File: src/core/xmove_pkg.sv
// constants shared by the memory-transfer and computed-branch executor
package xmove_pkg;
  localparam int ADDR_W      = 16;
  localparam int DATA_W      = 8;
  localparam int IRAM_BYTES  = 256;
  localparam int IRAM_AW     = 8;
  // opcode encodings of the handled instructions
  localparam logic [7:0] OP_XRD_DP   = 8'he0;
  localparam logic [7:0] OP_XRD_R0   = 8'he2;
  localparam logic [7:0] OP_XRD_R1   = 8'he3;
  localparam logic [7:0] OP_XWR_DP   = 8'hf0;
  localparam logic [7:0] OP_XWR_R0   = 8'hf2;
  localparam logic [7:0] OP_XWR_R1   = 8'hf3;
  localparam logic [7:0] OP_CT_DP    = 8'h93;
  localparam logic [7:0] OP_CT_PC    = 8'h83;
  localparam logic [7:0] OP_JMP_IND  = 8'h73;
  localparam logic [7:0] OP_COMPARE_BRANCH_UNEQUAL_IMM = 8'hb4;
  localparam logic [7:0] OP_LONG_JUMP     = 8'h02;
  localparam logic [7:0] OP_RET      = 8'h22;
  localparam logic [4:0] ABSOLUTE_SHORT_JUMP_LOW    = 5'h01;
  // instruction lengths in bytes
  localparam logic [1:0] LEN_ONE     = 2'h1;
  localparam logic [1:0] LEN_TWO     = 2'h2;
  localparam logic [1:0] LEN_THREE   = 2'h3;
  localparam logic [15:0] RESET_DP   = 16'h0000;
  localparam logic [7:0]  RESET_ACC  = 8'h00;
  localparam logic [15:0] RESET_PC   = 16'h0000;
  // idle levels of the bus outputs after reset
  localparam logic [15:0] RESET_ADDR = 16'h0000;
  localparam logic [7:0]  RESET_BYTE = 8'h00;
  // internal ram bytes that double as pointer registers zero and one
  localparam logic [7:0]  PTR0_ADDR  = 8'h00;
  localparam logic [7:0]  PTR1_ADDR  = 8'h01;
  // upper address byte of every pointer register access
  localparam logic [7:0]  PTR_PAGE   = 8'h00;
endpackage

File: src/core/xmove_exec.sv
// executor for external data moves, code table reads and indirect jump
`timescale 1ns/10ps
// Operation
// - internal data ram of 128 or 256 bytes, separate from external space
// - external data space up to 64k bytes, reached only by external moves
// - data pointer form drives all 16 pointer bits as address
// - external read via data pointer loads the fetched byte to accumulator
// - external read via pointer register zero or one loads accumulator
// - external write via data pointer stores accumulator at pointer address
// - external write via pointer register stores accumulator at its address
// - pointer register accesses reach only addresses 0000h to 00ffh
// - code table read at accumulator plus data pointer into accumulator
// - code table read at accumulator plus next instruction address
// - indirect jump loads program counter with accumulator plus pointer
// - compare branch unequal is 3 bytes, absolute short jump 2 bytes
// - long jump is 3 bytes, subroutine return is 1 byte
// - data pointer is two separately writable bytes used as one address
module xmove_exec #(
  parameter int IRAM_SIZE = xmove_pkg::IRAM_BYTES
) (
  input  wire logic        clock_in,       // core clock
  input  wire logic        nrst_in,        // sync reset, active low
  input  wire logic        issue_in,       // opcode valid pulse
  input  wire logic [7:0]  opcode_in,      // instruction opcode
  input  wire logic        dph_we_in,      // write high pointer byte
  input  wire logic        dpl_we_in,      // write low pointer byte
  input  wire logic        acc_we_in,      // write accumulator
  input  wire logic        ir_we_in,       // write internal ram byte
  input  wire logic [7:0]  ir_addr_in,     // internal ram address
  input  wire logic [7:0]  wdata_in,       // byte for the writes above
  input  wire logic [7:0]  xram_rdata_in,  // external read data
  input  wire logic [7:0]  code_rdata_in,  // code memory read data
  output logic [15:0]      xram_addr_out,  // external address
  output logic [7:0]       xram_wdata_out, // external write data
  output logic             xram_rd_out,    // external read strobe
  output logic             xram_wr_out,    // external write strobe
  output logic [15:0]      code_addr_out,  // code table address
  output logic             code_rd_out,    // code read strobe
  output logic [15:0]      pc_out,         // program counter
  output logic [7:0]       acc_out,        // accumulator
  output logic [15:0]      data_pointer_out,       // data pointer
  output logic [7:0]       ir_rdata_out,   // internal ram read data
  output logic [1:0]       length_out,     // decoded length in bytes
  output logic             busy_out        // read transfer in progress
);
  // each wait state is one bit away from idle; code 2'b11 is illegal
  typedef enum logic [1:0] {
    ST_IDLE = 2'b00,
    ST_XRD  = 2'b01,
    ST_CRD  = 2'b10
  } state_e;

  // the ram index below only serves these two sizes
  if (IRAM_SIZE != 128 && IRAM_SIZE != 256) begin : g_bad_iram_size
    $error("internal ram must be 128 or 256 bytes");
  end

  state_e      state_q;
  logic [7:0]  dph_q;
  logic [7:0]  dpl_q;
  logic [7:0]  acc_q;
  logic [15:0] pc_q;
  logic [7:0]  iram_q [IRAM_SIZE];
  logic [15:0] data_pointer;
  logic [15:0] pc_next;
  logic [1:0]  len;
  logic [7:0]  rsel;
  logic        rd_start;

  // the two halves act as one address whenever memory is reached
  assign data_pointer = {dph_q, dpl_q};
  // pointer registers live at internal ram bytes 0 and 1; opcode bit
  // zero picks register one, in both read and write encodings
  assign rsel = opcode_in[0] ? iram_q[xmove_pkg::PTR1_ADDR]
                             : iram_q[xmove_pkg::PTR0_ADDR];

  // a read that will own the next cycle; busy mirrors exactly that
  // cycle, so a caller gating issue on busy is never refused
  assign rd_start = issue_in && (state_q == ST_IDLE) &&
    (opcode_in inside {xmove_pkg::OP_XRD_DP, xmove_pkg::OP_XRD_R0,
                       xmove_pkg::OP_XRD_R1, xmove_pkg::OP_CT_DP,
                       xmove_pkg::OP_CT_PC});

  // length decode; absolute short jump uses low five opcode bits
  // opcodes not listed step one byte; the core around us owns them
  always_comb begin
    len = xmove_pkg::LEN_ONE;
    if (opcode_in == xmove_pkg::OP_COMPARE_BRANCH_UNEQUAL_IMM)
      len = xmove_pkg::LEN_THREE;
    else if (opcode_in[4:0] == xmove_pkg::ABSOLUTE_SHORT_JUMP_LOW)
      len = xmove_pkg::LEN_TWO;
    else if (opcode_in == xmove_pkg::OP_LONG_JUMP)
      len = xmove_pkg::LEN_THREE;
    else if (opcode_in == xmove_pkg::OP_RET)
      len = xmove_pkg::LEN_ONE;
  end
  // address of the next instruction, also the pc table read base
  assign pc_next = 16'(pc_q + {14'h0000, len});

  // internal ram, separate from external space; ports only
  // no reset: the contents are undefined at power-up anyway
  always_ff @(posedge clock_in) begin
    if (ir_we_in)
      iram_q[ir_addr_in[$clog2(IRAM_SIZE)-1:0]] <= wdata_in;
    ir_rdata_out <= iram_q[ir_addr_in[$clog2(IRAM_SIZE)-1:0]];
  end

  // data pointer halves; each byte written alone
  // writing one half leaves the other byte as it stood
  always_ff @(posedge clock_in) begin
    if (!nrst_in) begin
      dph_q <= xmove_pkg::RESET_DP[15:8];
      dpl_q <= xmove_pkg::RESET_DP[7:0];
    end else begin
      if (dph_we_in)
        dph_q <= wdata_in;
      if (dpl_we_in)
        dpl_q <= wdata_in;
    end
  end

  // sequencer: read data returns in the strobe cycle, taken on the edge ending it
  // strobes pulse for one cycle; addresses stand until the next access
  always_ff @(posedge clock_in) begin
    if (!nrst_in) begin
      state_q        <= ST_IDLE;
      acc_q          <= xmove_pkg::RESET_ACC;
      pc_q           <= xmove_pkg::RESET_PC;
      xram_addr_out  <= xmove_pkg::RESET_ADDR;
      xram_wdata_out <= xmove_pkg::RESET_BYTE;
      xram_rd_out    <= 1'b0;
      xram_wr_out    <= 1'b0;
      code_addr_out  <= xmove_pkg::RESET_ADDR;
      code_rd_out    <= 1'b0;
      length_out     <= xmove_pkg::LEN_ONE;
    end else begin
      xram_rd_out <= 1'b0;
      xram_wr_out <= 1'b0;
      code_rd_out <= 1'b0;
      unique case (state_q)
        ST_IDLE: begin
          // accumulator loads are taken only while no read is returning
          if (acc_we_in)
            acc_q <= wdata_in;
          if (issue_in) begin
            length_out <= len;
            pc_q       <= pc_next;
            unique case (opcode_in)
              // full pointer read; the byte is taken on the next edge
              xmove_pkg::OP_XRD_DP: begin
                xram_addr_out <= data_pointer;
                xram_rd_out   <= 1'b1;
                state_q       <= ST_XRD;
              end
              // pointer register read stays in page zero
              xmove_pkg::OP_XRD_R0, xmove_pkg::OP_XRD_R1: begin
                xram_addr_out <= {xmove_pkg::PTR_PAGE, rsel};
                xram_rd_out   <= 1'b1;
                state_q       <= ST_XRD;
              end
              // full pointer write; the partner stores it on the next edge
              xmove_pkg::OP_XWR_DP: begin
                xram_addr_out  <= data_pointer;
                xram_wdata_out <= acc_q;
                xram_wr_out    <= 1'b1;
              end
              // pointer register write, page zero as for reads
              xmove_pkg::OP_XWR_R0, xmove_pkg::OP_XWR_R1: begin
                xram_addr_out  <= {xmove_pkg::PTR_PAGE, rsel};
                xram_wdata_out <= acc_q;
                xram_wr_out    <= 1'b1;
              end
              // absolute table read; the sum wraps in the 64k space
              xmove_pkg::OP_CT_DP: begin
                code_addr_out <= 16'(data_pointer + {8'h00, acc_q});
                code_rd_out   <= 1'b1;
                state_q       <= ST_CRD;
              end
              xmove_pkg::OP_CT_PC: begin
                // address of the following instruction plus accumulator
                code_addr_out <= 16'(pc_next + {8'h00, acc_q});
                code_rd_out   <= 1'b1;
                state_q       <= ST_CRD;
              end
              // jump target replaces the length step taken above
              xmove_pkg::OP_JMP_IND:
                pc_q <= 16'(data_pointer + {8'h00, acc_q});
              default: ;
            endcase
          end
        end
        // the read owns this cycle; an issue here is dropped
        ST_XRD: begin
          acc_q   <= xram_rdata_in;
          state_q <= ST_IDLE;
        end
        // the table byte lands like an external read byte
        ST_CRD: begin
          acc_q   <= code_rdata_in;
          state_q <= ST_IDLE;
        end
        default: state_q <= ST_IDLE;
      endcase
    end
  end

  // register-fed views of internal state
  // each view lags its source by one cycle so every output is a flop
  always_ff @(posedge clock_in) begin
    if (!nrst_in) begin
      pc_out   <= xmove_pkg::RESET_PC;
      acc_out  <= xmove_pkg::RESET_ACC;
      data_pointer_out <= xmove_pkg::RESET_DP;
      busy_out <= 1'b0;
    end else begin
      pc_out   <= pc_q;
      acc_out  <= acc_q;
      data_pointer_out <= data_pointer;
      busy_out <= rd_start; // high exactly while a read returns
    end
  end
endmodule

File: config.mk
export PLATFORM = sky130hd
export DESIGN_NAME = xmove_exec
export DESIGN_NICKNAME = d
export VERILOG_FILES = /design/src/core/xmove_pkg.sv /design/src/core/xmove_exec.sv
export SDC_FILE = /design/constraint.sdc
export NUM_CORES = 2
export LEC_CHECK = 0
export BUFFER_PORTS_ARGS = -buffer_cell sky130_fd_sc_hd__buf_4
export CAP_MARGIN = 40
export CORE_MARGIN = 1.5
export CORE_UTILIZATION = 48
export CTS_CLUSTER_SIZE = 14
export DETAILED_ROUTE_END_ITERATION = 7
export GPL_TIMING_DRIVEN = 1
export PLACE_DENSITY = 0.71
export SLEW_MARGIN = 20
export SYNTH_ARGS = -nofsm -noshare
export SYNTH_HDL_FRONTEND = slang
export SYNTH_SLANG_ARGS = --single-unit
File: constraint.sdc
create_clock -name clock_in -period 8.03 [get_ports clock_in]
set_clock_uncertainty 0.15 [all_clocks]
set_input_delay 0.803 -clock clock_in [delete_from_list [all_inputs] [get_ports clock_in]]
set_output_delay 0.803 -clock clock_in [all_outputs]
set_load 0.01 [all_outputs]
==> results_dict.tcl <==
set metrics [dict create \
    status "finished, final reports clean" \
    fin_ws_ns 3.702 \
    synth_area_leaders "edfxtp_1, mux4_2, dfxtp_1" \
    route.detailed.drc 0 \
    cp_max_fo 15 \
    num_rows 154 \
    avgSynthCellArea_um2 20.61 \
    final_util_pct 55.15 \
    period_needed_ns 4.328 \
    post-route-period-util_pct 53.89 \
    synth_edf_count 2048 \
    final_common_cell "edfxtp_1" \
    die_area_um2 180800 \
    holdWs_ns 0.1508 \
    synth_seq_area_share_pct 75.04 \
    layout-drive-gt1-share_pct 27.86 \
    gr-usage-all-layers_pct 23.03 \
    max_freq_mhz 231.1 \
    insertion_delay_ns 0.89 \
    cp_data_arrival_time_ns 4.93 \
    dpl.hpwl_um 127600 \
    fp.dieH_um 425.3 \
    grt_setup_unrepaired "false" \
    grt_pass1_wl_um 301800 \
    root_buffer "clkbuf_16" \
    crit_type "input pin to register" \
    cts_tree "done" \
    drt-total-wl_um 208300 \
    io_buffers 140 \
    yosys_warnings 0 \
    cts_buffers 208 \
    synth_top_cell_by_area "edfxtp_1" \
    worst_pin_slew_ns 0.8873 \
    detail-route-antenna-nets 0 \
    dpl_cell_area_um2 89840 \
    io_pins 141 \
    start_util_pct 48.44 \
    first_iter_violations 5819 \
    p_per_area_nw_per_um2 240.8 \
    cts_hold_buf 0 \
    grt_max_degree 127 \
    p_leak_nw 30.98 \
    cap_violations 0 \
    antenna_found_initial 4 \
    relSlewSlack_pct 40.63 \
    coreArea_um2 176700 \
    final_nets 4540 \
    final_cell_mix "edfxtp_1, mux4_2, nor2_1, buf_4, clkbuf_16" \
    ys_ff_latch 2184 \
    htree_levels 4 \
    async_flop_share_pct 0 \
    clkTransAtPathRegs_ns 0.06 \
    hold_viol 0 \
    ir_drop_mv 0.2062 \
    syn_to_final_growth_pct 13.87 \
    drv_slew 0 \
    clock_path_buffers 3 \
    required_ns 8.64 \
    cts_num_sinks 2184 \
    cp-start-kind "input pin" \
    synth_area_um2 85580 \
    synthFlopType "edfxtp_1" \
    cts_setup_buffers 0 \
    yosysTopAreaCellShare_pct 71.86 \
    synthCells 4152 \
    grt_pass1_vias 42710 \
    hp-class "input pin to register" \
    vias_per_cell 6.176 \
    finalSetupViolations 0 \
    gp_congestion 0.8654 \
    vias 43130 \
    grt-ovfl-total 0 \
    final_area_um2 97450 \
    dp_slack_ns 2.877 \
    synth.distinct_cells 69 \
    tns_ns 0 \
    cts_resized 0 \
    syn_nets 4225 \
    wire_per_inst_um 29.82 \
    end_kind "register" \
    first_pass_iters 6 \
    die_w_um 425.3 \
]
where the power goes:
part | switching (mW) | internal [mW] | total [mW]
sequential | 0.0449 | 12.5 | 12.5
clock | 4.26 | 5.50 | 9.76
combinational | 0.720 | 0.465 | 1.18
worst paths after layout:
path                                   startpoint                end  slack, ns  cells past startpoint
worst max-delay path                 opcode_in[4]  code_addr_out[15]       3.70                     17
worst max register to register            pc_q[0]  code_addr_out[12]       4.42                     13
worst min register to register  xram_wdata_out[3]  xram_wdata_out[3]       0.30                      2
worst min-delay path                 opcode_in[4]  xram_wdata_out[2]       0.15                      3
worst max-delay path, cell delays in order:
cell and delay [ns]:
buf_4 0.17, or4b_2 0.65, o21ai_0 0.25, a21oi_1 0.18
inv_1 0.11, ha_1 0.23, a21oi_1 0.52, nor2_1 0.12
xor2_1 0.18, ha_1 0.32, o21ai_0 0.11, o21ai_0 0.24
nand2_1 0.14, a21oi_1 0.25, nand3_1 0.13, o2111a_1 0.27
a211o_1 0.26
cells in the mapped netlist, types with 28 or more instances:
cell type  count
edfxtp_1    2048
mux4_2       605
nor2_1       353
clkbuf_1     138
dfxtp_1      136
nand2_1      111
mux2i_1      101
a21oi_1       79
nand3_1       53
buf_2         42
and2_1        40
nor2b_1       33
nor3_1        29
buf_4         28
o21ai_0       28
sequential cells by signal, summed over array words and instances, names as in the netlist:
signal,cells
data_pointer_out,16
acc_q,8
xram_addr_out,16
ir_rdata_out,8
code_rd_out,1
pc_out,16
code_addr_out,16
busy_out,1
dph_q,8
dpl_q,8
xram_rd_out,1
iram_q,2048
length_out,2
acc_out,8
xram_wr_out,1
state_q,2
pc_q,16
xram_wdata_out,8
through the flow:
step,cells,power (mW)
floorplan,4152,13.40
detailed placement,6520,13.94
CTS,6904,23.57
global placement,6449,13.91
global route,6984,24.06
finish,6984,23.47
cell families (layout without fill, tap and decap cells):
kind of cell	Yosys count	count (layout)	synth area share (%)
DFF	2184	2184	75.04
muxes	714	714	17.21
and+or+nand+nor	694	694	3.667
buffers and inverters	273	762	1.623
AOI/OAI and AO/OA	223	223	1.665
xor gates and xnor gates	38	38	0.3889
adders and majority gates	26	26	0.4064
other	0	3	0
metal layers:
metal / GRT usage [%] / wire (µm) / share of wire, %
met2: 36.38 / 100300 / 48
met1: 33.00 / 82040 / 39
met3: 4.391 / 20560 / 9.9
met5: 0 / 0 / 0
met4: 6.476 / 5427 / 2.6
area by class of cell:
cell class	count	area [µm²]
antenna	3	7.507
clock inverter	118	1235
sequential	2184	64220
inverter	27	101.3
timing repair buffer	351	3284
clock buffer	266	5633
fill	12940	79240
tap	2340	2928
multi-input combinational	1695	20040
(Power assumes the default switching activity.)
